===== config.mk =====
export PLATFORM = sky130hd
export DESIGN_NAME = mir_top
export DESIGN_NICKNAME = d
export VERILOG_FILES = /design/src/mir_edge_detect.v /design/src/mir_top.v
export VERILOG_INCLUDE_DIRS = /design/src /design/src/src
export SDC_FILE = /design/constraint.sdc
export NUM_CORES = 1
export LEC_CHECK = 0
export ABC_AREA = 1
export BUFFER_PORTS_ARGS = -buffer_cell sky130_fd_sc_hd__buf_2
export CORE_ASPECT_RATIO = 0.5
export CORE_MARGIN = 10
export CORE_UTILIZATION = 36
export CTS_BUF_LIST = sky130_fd_sc_hd__clkbuf_8
export CTS_CLUSTER_SIZE = 24
export DETAILED_ROUTE_END_ITERATION = 8
export HOLD_SLACK_MARGIN = 0.02
export PLACE_DENSITY_LB_ADDON = 0.15
export SETUP_SLACK_MARGIN = 0.1
export SLEW_MARGIN = 20
export SYNTH_ARGS = -nofsm -noshare
export SYNTH_HDL_FRONTEND = slang
export SYNTH_HIERARCHICAL = 1
export SYNTH_SLANG_ARGS = --single-unit
export TNS_END_PERCENT = 30

===== constraint.sdc =====
create_clock -name pclk -period 3.3 [get_ports pclk]
set_input_delay 0.66 -clock pclk [delete_from_list [all_inputs] [get_ports pclk]]
set_output_delay 0.66 -clock pclk [all_outputs]
set_load 0.02 [all_outputs]

===== src/mir_defines.vh =====
// register indices, field layouts and reset values of the interrupt router
`ifndef MIR_DEFINES_VH
`define MIR_DEFINES_VH

// ----------------------------------------
// register indices (byte address = 4 * index)
// ----------------------------------------
`define MIR_IDX_STS1 8'h10
`define MIR_IDX_STS2 8'h11
`define MIR_IDX_STS3 8'h12
`define MIR_IDX_STS4 8'h13
`define MIR_IDX_STS5 8'h14
`define MIR_IDX_GAP0 8'h15
`define MIR_IDX_EN1 8'h16
`define MIR_IDX_EN2 8'h17
`define MIR_IDX_EN3 8'h18
`define MIR_IDX_EN4 8'h19
`define MIR_IDX_EN5 8'h1a
`define MIR_IDX_GAPA 8'h1b
`define MIR_IDX_MSC 8'h1c
`define MIR_IDX_GAPB 8'h1d
`define MIR_IDX_ISTS 8'h30
`define MIR_IDX_ICLR 8'h31
`define MIR_IDX_IEN 8'h32

// ----------------------------------------
// writable / implemented bit masks
// ----------------------------------------
`define MIR_MASK_EN1 8'h3e
`define MIR_MASK_EN2 8'hf7
`define MIR_MASK_EN3 8'hf7
`define MIR_MASK_EN4 8'hff
`define MIR_MASK_EN5 8'hcf
`define MIR_MASK_STS2 8'h17
`define MIR_MASK_MSC 8'h3f
`define MIR_MASK_IRQ 3'h7

// ----------------------------------------
// field positions
// ----------------------------------------
`define MIR_BIT_IR 2
`define MIR_BIT_PME 5
`define MIR_BIT_SER 6
`define MIR_BIT_PIN 7
`define MIR_EV_GROUP 0
`define MIR_EV_EDGE 1
`define MIR_EV_IR 2

// ----------------------------------------
// reset values
// ----------------------------------------
`define MIR_RST_REG 8'h00
`define MIR_RST_IRQ 3'h0

`endif


===== src/mir_edge_detect.v =====
// either-edge detector for synchronous pin levels
`default_nettype none

module mir_edge_detect #(
    parameter WIDTH = 6
) (
    input wire pclk,
    input wire presetn,
    input wire [WIDTH-1:0] pin_in,
    output wire [WIDTH-1:0] edge_pulse
);

// ----------------------------------------
// history
// ----------------------------------------
// first cycle after reset only loads history, so a pin that sits
// high through reset does not look like an edge
reg primed_ff;
reg [WIDTH-1:0] prev_ff;

always @(posedge pclk or negedge presetn) begin
    if (!presetn) begin
        primed_ff <= 1'b0;
        prev_ff <= {WIDTH{1'b0}};
    end else begin
        primed_ff <= 1'b1;
        prev_ff <= pin_in;
    end
end

assign edge_pulse = {WIDTH{primed_ff}} & (pin_in ^ prev_ff);

endmodule // mir_edge_detect

`default_nettype wire


===== src/mir_top.v =====
// management interrupt enable router with apb register access
//
// Behaviour
// - enable reg one gates peripheral sources
// - enable reg two gates mouse/keyboard/infrared/kbc
// - route bit five feeds power-event logic
// - route bit six feeds serial irq
// - route bit seven drives dedicated pin
// - enable reg three gates gpio group a
// - enable reg four gates gpio group b
// - enable reg five gates gpio/fan tach
// - gaps 1b, 1d read zero, ignore writes
// - edge status bits clear on written one
// - pin edges set sticky edge status bits
// - edge status bits seven, six read zero
// - gpio/fan status clears on written one
// - infrared status set by edge, read-clear
`default_nettype none
`include "mir_defines.vh"

module mir_top (
    input wire pclk,
    input wire presetn,
    input wire psel,
    input wire penable,
    input wire pwrite,
    input wire [11:0] paddr,
    input wire [31:0] pwdata,
    output wire [31:0] prdata,
    output wire pready,
    output wire pslverr,
    input wire [4:0] periph_irq,
    input wire mouse_irq,
    input wire keyboard_irq,
    input wire kbc_port_line,
    input wire infrared_rx,
    input wire [7:0] gpio_event_a,
    input wire [7:0] gpio_event_b,
    input wire [3:0] gpio_event_c,
    input wire fan_tacho_in_one,
    input wire fan_tacho_in_two,
    input wire gpio_pin_2_1,
    input wire gpio_pin_2_2,
    input wire gpio_pin_4_1,
    input wire gpio_pin_4_3,
    input wire gpio_pin_6_0,
    input wire gpio_pin_6_1,
    output wire group_mgmt_irq_n,
    output wire mgmt_irq_out_pin,
    output wire mgmt_irq_out_oe,
    output wire serial_irq_group,
    output wire power_event_logic,
    output wire irq
);

// ----------------------------------------
// state
// ----------------------------------------
reg [31:0] prdata_ff;
reg pready_ff;
reg pslverr_ff;
reg [7:0] en1_ff;
reg [7:0] en2_ff;
reg [7:0] en3_ff;
reg [7:0] en4_ff;
reg [7:0] en5_ff;
reg [7:0] sts3_ff;
reg [7:0] sts4_ff;
reg [7:0] sts5_ff;
reg ir_sts_ff;
reg [5:0] msc_ff;
reg [2:0] irq_sts_ff;
reg [2:0] irq_en_ff;
reg irq_ff;
reg group_n_ff;
reg pin_ff;
reg pin_oe_ff;
reg ser_ff;
reg pme_ff;

reg [31:0] nxt_prdata;
reg nxt_pslverr;
reg [7:0] nxt_sts3;
reg [7:0] nxt_sts4;
reg [7:0] nxt_sts5;
reg nxt_ir_sts;
reg [5:0] nxt_msc;
reg [2:0] nxt_irq_sts;

// ----------------------------------------
// apb decode
// ----------------------------------------
// one wait state: data and error are registered in the first
// access cycle, pready rises in the second
wire addr_ok = (paddr[11:10] == 2'b00) & (paddr[1:0] == 2'b00);
wire access = psel & penable;
wire done = access & pready_ff;
// an errored transfer must not alias onto a register, so no write or read-clear
wire wr_done = done & pwrite & addr_ok;
wire rd_done = done & ~pwrite & addr_ok;
wire [7:0] idx = paddr[9:2];
wire [7:0] wbyte = pwdata[7:0];

wire wr_en1 = wr_done & (idx == `MIR_IDX_EN1);
wire wr_en2 = wr_done & (idx == `MIR_IDX_EN2);
wire wr_en3 = wr_done & (idx == `MIR_IDX_EN3);
wire wr_en4 = wr_done & (idx == `MIR_IDX_EN4);
wire wr_en5 = wr_done & (idx == `MIR_IDX_EN5);
wire wr_sts3 = wr_done & (idx == `MIR_IDX_STS3);
wire wr_sts4 = wr_done & (idx == `MIR_IDX_STS4);
wire wr_sts5 = wr_done & (idx == `MIR_IDX_STS5);
wire wr_msc = wr_done & (idx == `MIR_IDX_MSC);
wire wr_iclr = wr_done & (idx == `MIR_IDX_ICLR);
wire wr_ien = wr_done & (idx == `MIR_IDX_IEN);
wire rd_sts2 = rd_done & (idx == `MIR_IDX_STS2);

// ----------------------------------------
// edge detection
// ----------------------------------------
wire [5:0] msc_pins = {gpio_pin_6_1, gpio_pin_6_0, gpio_pin_4_3,
                       gpio_pin_4_1, gpio_pin_2_2, gpio_pin_2_1};
wire [5:0] msc_edge;
wire [0:0] ir_edge;

mir_edge_detect #(
    .WIDTH(6)
) u_msc_edge (
    .pclk(pclk),
    .presetn(presetn),
    .pin_in(msc_pins),
    .edge_pulse(msc_edge)
);

mir_edge_detect #(
    .WIDTH(1)
) u_ir_edge (
    .pclk(pclk),
    .presetn(presetn),
    .pin_in(infrared_rx),
    .edge_pulse(ir_edge)
);

// ----------------------------------------
// source status views
// ----------------------------------------
// peripheral, mouse, keyboard and kbc sources clear at their source,
// so their status is the live level
wire [7:0] sts1 = {2'b00, periph_irq, 1'b0};
wire [7:0] sts2 = {3'b000, kbc_port_line, 1'b0, ir_sts_ff,
                   keyboard_irq, mouse_irq};
wire [7:0] sts3_set = gpio_event_a & `MIR_MASK_EN3;
wire [7:0] sts4_set = gpio_event_b & `MIR_MASK_EN4;
wire [7:0] sts5_set = {fan_tacho_in_two, fan_tacho_in_one,
                       2'b00, gpio_event_c};

// ----------------------------------------
// sticky status next values (set wins over clear)
// ----------------------------------------
always @* begin
    nxt_sts3 = sts3_ff;
    nxt_sts4 = sts4_ff;
    nxt_sts5 = sts5_ff;
    if (wr_sts3) begin
        nxt_sts3 = sts3_ff & ~wbyte;
    end
    if (wr_sts4) begin
        nxt_sts4 = sts4_ff & ~wbyte;
    end
    if (wr_sts5) begin
        nxt_sts5 = sts5_ff & ~wbyte;
    end
    nxt_sts3 = nxt_sts3 | sts3_set;
    nxt_sts4 = nxt_sts4 | sts4_set;
    nxt_sts5 = nxt_sts5 | sts5_set;
end

always @* begin
    nxt_ir_sts = ir_sts_ff;
    if (rd_sts2) begin
        nxt_ir_sts = 1'b0;
    end
    if (ir_edge[0]) begin
        nxt_ir_sts = 1'b1;
    end
end

always @* begin
    nxt_msc = msc_ff;
    if (wr_msc) begin
        nxt_msc = msc_ff & ~wbyte[5:0];
    end
    nxt_msc = nxt_msc | msc_edge;
end

// ----------------------------------------
// group interrupt
// ----------------------------------------
wire [7:0] hit1 = sts1 & en1_ff & `MIR_MASK_EN1;
wire [7:0] hit2 = sts2 & en2_ff & `MIR_MASK_STS2;
wire [7:0] hit3 = sts3_ff & en3_ff;
wire [7:0] hit4 = sts4_ff & en4_ff;
wire [7:0] hit5 = sts5_ff & en5_ff;
wire pending = |{hit1, hit2, hit3, hit4, hit5};

// ----------------------------------------
// local interrupt status
// ----------------------------------------
wire [2:0] irq_ev;
assign irq_ev[`MIR_EV_GROUP] = pending & group_n_ff;
assign irq_ev[`MIR_EV_EDGE] = |msc_edge;
assign irq_ev[`MIR_EV_IR] = ir_edge[0];

always @* begin
    nxt_irq_sts = irq_sts_ff;
    if (wr_iclr) begin
        nxt_irq_sts = irq_sts_ff & ~wbyte[2:0];
    end
    nxt_irq_sts = nxt_irq_sts | irq_ev;
end

// ----------------------------------------
// read mux
// ----------------------------------------
always @* begin
    nxt_prdata = 32'h0000_0000;
    nxt_pslverr = 1'b0;
    if (!addr_ok) begin
        nxt_pslverr = 1'b1;
    end else begin
        case (idx)
            `MIR_IDX_STS1: nxt_prdata[7:0] = sts1;
            `MIR_IDX_STS2: nxt_prdata[7:0] = sts2;
            `MIR_IDX_STS3: nxt_prdata[7:0] = sts3_ff;
            `MIR_IDX_STS4: nxt_prdata[7:0] = sts4_ff;
            `MIR_IDX_STS5: nxt_prdata[7:0] = sts5_ff;
            `MIR_IDX_GAP0: nxt_prdata[7:0] = 8'h00;
            `MIR_IDX_EN1: nxt_prdata[7:0] = en1_ff;
            `MIR_IDX_EN2: nxt_prdata[7:0] = en2_ff;
            `MIR_IDX_EN3: nxt_prdata[7:0] = en3_ff;
            `MIR_IDX_EN4: nxt_prdata[7:0] = en4_ff;
            `MIR_IDX_EN5: nxt_prdata[7:0] = en5_ff;
            `MIR_IDX_GAPA: nxt_prdata[7:0] = 8'h00;
            `MIR_IDX_MSC: nxt_prdata[7:0] = {2'b00, msc_ff};
            `MIR_IDX_GAPB: nxt_prdata[7:0] = 8'h00;
            `MIR_IDX_ISTS: nxt_prdata[2:0] = irq_sts_ff;
            `MIR_IDX_ICLR: nxt_prdata[7:0] = 8'h00;
            `MIR_IDX_IEN: nxt_prdata[2:0] = irq_en_ff;
            default: nxt_pslverr = 1'b1;
        endcase
    end
end

// ----------------------------------------
// apb handshake registers
// ----------------------------------------
always @(posedge pclk or negedge presetn) begin
    if (!presetn) begin
        prdata_ff <= 32'h0000_0000;
        pready_ff <= 1'b0;
        pslverr_ff <= 1'b0;
    end else begin
        pready_ff <= access & ~pready_ff;
        if (access & ~pready_ff) begin
            prdata_ff <= pwrite ? 32'h0000_0000 : nxt_prdata;
            pslverr_ff <= nxt_pslverr;
        end else begin
            prdata_ff <= 32'h0000_0000;
            pslverr_ff <= 1'b0;
        end
    end
end

// ----------------------------------------
// enable registers
// ----------------------------------------
// gap offsets have no write decode, so writes there fall away
always @(posedge pclk or negedge presetn) begin
    if (!presetn) begin
        en1_ff <= `MIR_RST_REG;
        en2_ff <= `MIR_RST_REG;
        en3_ff <= `MIR_RST_REG;
        en4_ff <= `MIR_RST_REG;
        en5_ff <= `MIR_RST_REG;
        irq_en_ff <= `MIR_RST_IRQ;
    end else begin
        if (wr_en1) begin
            en1_ff <= wbyte & `MIR_MASK_EN1;
        end
        if (wr_en2) begin
            en2_ff <= wbyte & `MIR_MASK_EN2;
        end
        if (wr_en3) begin
            en3_ff <= wbyte & `MIR_MASK_EN3;
        end
        if (wr_en4) begin
            en4_ff <= wbyte & `MIR_MASK_EN4;
        end
        if (wr_en5) begin
            en5_ff <= wbyte & `MIR_MASK_EN5;
        end
        if (wr_ien) begin
            irq_en_ff <= wbyte[2:0] & `MIR_MASK_IRQ;
        end
    end
end

// ----------------------------------------
// status registers
// ----------------------------------------
always @(posedge pclk or negedge presetn) begin
    if (!presetn) begin
        sts3_ff <= `MIR_RST_REG;
        sts4_ff <= `MIR_RST_REG;
        sts5_ff <= `MIR_RST_REG;
        ir_sts_ff <= 1'b0;
        msc_ff <= 6'h00;
        irq_sts_ff <= `MIR_RST_IRQ;
    end else begin
        sts3_ff <= nxt_sts3;
        sts4_ff <= nxt_sts4;
        sts5_ff <= nxt_sts5;
        ir_sts_ff <= nxt_ir_sts;
        msc_ff <= nxt_msc;
        irq_sts_ff <= nxt_irq_sts;
    end
end

// ----------------------------------------
// group routing outputs
// ----------------------------------------
// group outputs lag the status by one cycle, irq is taken from the next status so it does not; every one leaves a flop
always @(posedge pclk or negedge presetn) begin
    if (!presetn) begin
        group_n_ff <= 1'b1;
        pin_ff <= 1'b1;
        pin_oe_ff <= 1'b0;
        ser_ff <= 1'b0;
        pme_ff <= 1'b0;
        irq_ff <= 1'b0;
    end else begin
        group_n_ff <= ~pending;
        pme_ff <= pending & en2_ff[`MIR_BIT_PME];
        ser_ff <= pending & en2_ff[`MIR_BIT_SER];
        pin_oe_ff <= en2_ff[`MIR_BIT_PIN];
        pin_ff <= ~(pending & en2_ff[`MIR_BIT_PIN]);
        irq_ff <= |(nxt_irq_sts & irq_en_ff);
    end
end

// ----------------------------------------
// outputs
// ----------------------------------------
assign prdata = prdata_ff;
assign pready = pready_ff;
assign pslverr = pslverr_ff;
assign group_mgmt_irq_n = group_n_ff;
assign mgmt_irq_out_pin = pin_ff;
assign mgmt_irq_out_oe = pin_oe_ff;
assign serial_irq_group = ser_ff;
assign power_event_logic = pme_ff;
assign irq = irq_ff;

endmodule // mir_top

`default_nettype wire


==> out/results.txt <==
Via count -> 4250
Top cells by area, synth -> dfrtp_1, nand2_1, nor2_1
F_max -> 521 MHz
Power per Cell Area -> 378 nW/um^2
Wire length per cell -> 16.1 um
Crit Path Class -> in -> reg
Final net count -> 826
Worst path buffer plus inverter count -> 4
Reg2reg setup slack -> 1.65 ns
Setup violations, final -> 0
Core ar. -> 13000 sq um
Num ports -> 126
Min cycle time layout -> 1.92 ns
Data arrival, critical path -> 2.24 ns
Type of origin of the critical path -> input port
Clock root buffer -> clkbuf_8
Crit-path leading delay family -> simple AND/OR/NAND/NOR gates
Synth Area in Simple Gates -> 32.3%
Synth Register Bits -> 95
Crit path from -> paddr[7]
Gr usage total -> 16.3%
Critical Path Max Stage Delay -> 0.31 ns
Final WL -> 14700 um
Final period utilization -> 58.2%
Global-route wire length before repair -> 23900 um
Setup Buffers After CTS -> 0
Fillers -> 1369
Die Span Y -> 102 um
Post-synthesis xor/xnor area fraction -> 0%
Port Buffers -> 76
Worst path depth -> 13
Synth area leader -> dfrtp_1
Site Rows -> 29
Initial core utilization -> 37.7%
Storage element area -> 2380 sq um
Synth top area share -> 47.7%
Origin of the critical flop-to-flop path -> u_msc_edge/primed_ff
ANT nets after route -> 0
Worst Setup EP -> prdata[1]
Multi-input gate area -> 2100 sq um
Clk_skew -> 0.00746 ns
Layout cell share with drive strength beyond 1 -> 15.7%
Cts hold-fix bufs -> 0
Setup TNS -> 0 ns
Synth unique cells -> 29
Die area -> 18900 sq um
Hold WC Path Type -> in -> async
H-Tree Depth -> 3
Max clock buf depth -> 2
GR Overflow Total -> 0
Post-Synth Adder-Cell Area -> 0%
Initial DRT Pass Iterations -> 5
HPWL Detailed -> 11600 um
Clock Latency Late Sink -> 0.38 ns
CTS sink cnt -> 95
Post-synthesis cell count -> 659
RSZ-0062 raised after global routing -> no
Clk slew on worst S/H paths -> 0.10 ns
Cts bufs inserted -> 9
Reg-to-reg endpoint -> irq
Fraction of the mapped netlist area in compound gates -> 8.66%
Peak supply drop -> 0.176 mV
Ys Warns -> 6
Non-Filler Instances -> 915
Leak pwr -> 0.00289 uW
Vias in the first global route -> 4278
DRT iter0 DRCs -> 285
Main combinational cell family by area after synthesis -> simple AND/OR/NAND/NOR gates
Rel. slew slack -> 58.1%
DRC viols -> 0
Vias per cell -> 4.64
TritonCTS clock tree -> yes
Register-to-Register Path Depth -> 10
DIE WIDTH -> 185 um
Status -> finished clean
Initial antenna violation count -> 0
Final GP Congestion -> 0.891
Largest net degree at the start of global routing -> 47
Mean area per synthesized cell -> 7.41 sq um
Crit-path cells -> buf_2 -> inv_1 -> nand2_1 -> nor2_2 -> buf_4 -> nand2_1 -> nand2_1 -> nor2_1 -> nand3_1 -> nand2_2 -> nand2_1 -> nand2_1 -> inv_1
Layout area overhead -> 13.5%
Required time worst endpoint -> 3.62 ns
Worst-margin pin slew -> 0.629 ns
Crit-path max FO -> 32
Post-synthesis sequential area ratio -> 48.7%
Most frequent cell on the critical path -> nand2_1
Placed cells -> 899
Critical-path top delay cell -> buf_4
Crit end category -> flop
Max_cap viols -> 0
# resized after CTS -> 0
Synth Cell Area -> 4880 sq um
Mux contribution to synthesized area -> 0%
Diode count -> 0
Hold Fails Final Rpt -> 0
Fin. max-slew vios -> 0
[synthesized netlist by cell type]
cell type  instances
nand2_1          224
dfrtp_1           93
nor2_1            88
inv_1             65
o21ai_0           56
nand3_1           37
buf_4             26
o21ai_1           10
nand4_1            9
nor3_1             6
o21bai_1           6
buf_2              5
inv_2              4
nand2_2            4
nor2_2             4
nor2_4             4
conb_1             3
a21oi_1            2
dfstp_2            2
o21a_1             2
a31oi_1            1
buf_6              1
clkbuf_1           1
nand3_2            1
nand3b_1           1
nand4_2            1
nor3b_1            1
o211ai_1           1
o41ai_1            1
[cells by family after synthesis]
logic type / after synthesis
other: 3
and+or+nand+nor: 380
DFF: 95
buffers and inverters: 102
AOI/OAI and AO/OA: 79
[per-stage QoR]
step           worst slack [ns]  power (uW)  cell area, sq um  hold slack, ns  util [%]
2_1_floorplan              1.51        1310              4970           0.364         -
3_3_place_gp               1.00        1380              5360           0.436      41.4
3_5_place_dp              0.978        1380              5360           0.437      41.4
4_1_cts                    1.37        2120              5540           0.305      42.8
5_1_grt                    1.20        2200              5540           0.317      42.8
6_report                   1.38        2090              5540           0.282      42.8
[placed cells by master (no fill, tap or decap), types with 5 or more instances in the layout]
cell and count:
nor2_2 5, dfrtp_1 93, clkbuf_8 9, nand4_1 9
conb_1 26, nor3_1 6, buf_4 5, o21bai_1 6
nor2_1 87, nand3_1 37, nand2_1 224, o21ai_1 10
o21ai_0 56, buf_2 75, inv_1 65
[registers in the layout, indices dropped and copies added, names as in the netlist, 3 cells and up]
register / flops
en1_ff: 5
en4_ff: 8
u_msc_edge/prev_ff: 6
en5_ff: 6
sts4_ff: 8
en3_ff: 7
msc_ff: 6
prdata: 8
en2_ff: 7
irq_sts_ff: 3
sts5_ff: 8
sts3_ff: 8
irq_en_ff: 3
[per-layer routing]
metal | track usage [%] | routed length, um | part of all wire (%) | up-vias
met5 | 0 | 0 | 0 | -
met4 | 2.98 | 99 | 0.67 | 0
met3 | 5.17 | 1230 | 8.3 | 10
met2 | 22.3 | 5560 | 38 | 156
met1 | 24.3 | 7860 | 53 | 1906
li1 | - | - | - | 2178
[cell type report]
class | count | share of cell area (%)
inverters | 69 | 4.67
repair buffers | 80 | 7.45
well taps | 170 | 3.84
flip-flops and latches | 95 | 42.9
clock inverters | 7 | 1.02
multi-input cells | 485 | 37.9
clock buffers | 9 | 2.23
[worst min path at each step]
stage,start,to,slack (ns),depth (start not counted)
floorplan,presetn,en1_ff[1],0.36,0
global placement,en2_ff[7],mgmt_irq_out_oe,0.44,0
detailed placement,en2_ff[7],mgmt_irq_out_oe,0.44,0
CTS,presetn,u_msc_edge/prev_ff[0],0.30,1
global route,presetn,u_msc_edge/prev_ff[0],0.32,1
finish,presetn,u_msc_edge/prev_ff[0],0.28,1
[report_power, final]
part	switching, uW	internal (uW)
combinational	132	47.9
sequential	5.34	1170
clock	451	285
Note: power is estimated with default switching activity, not from simulation.
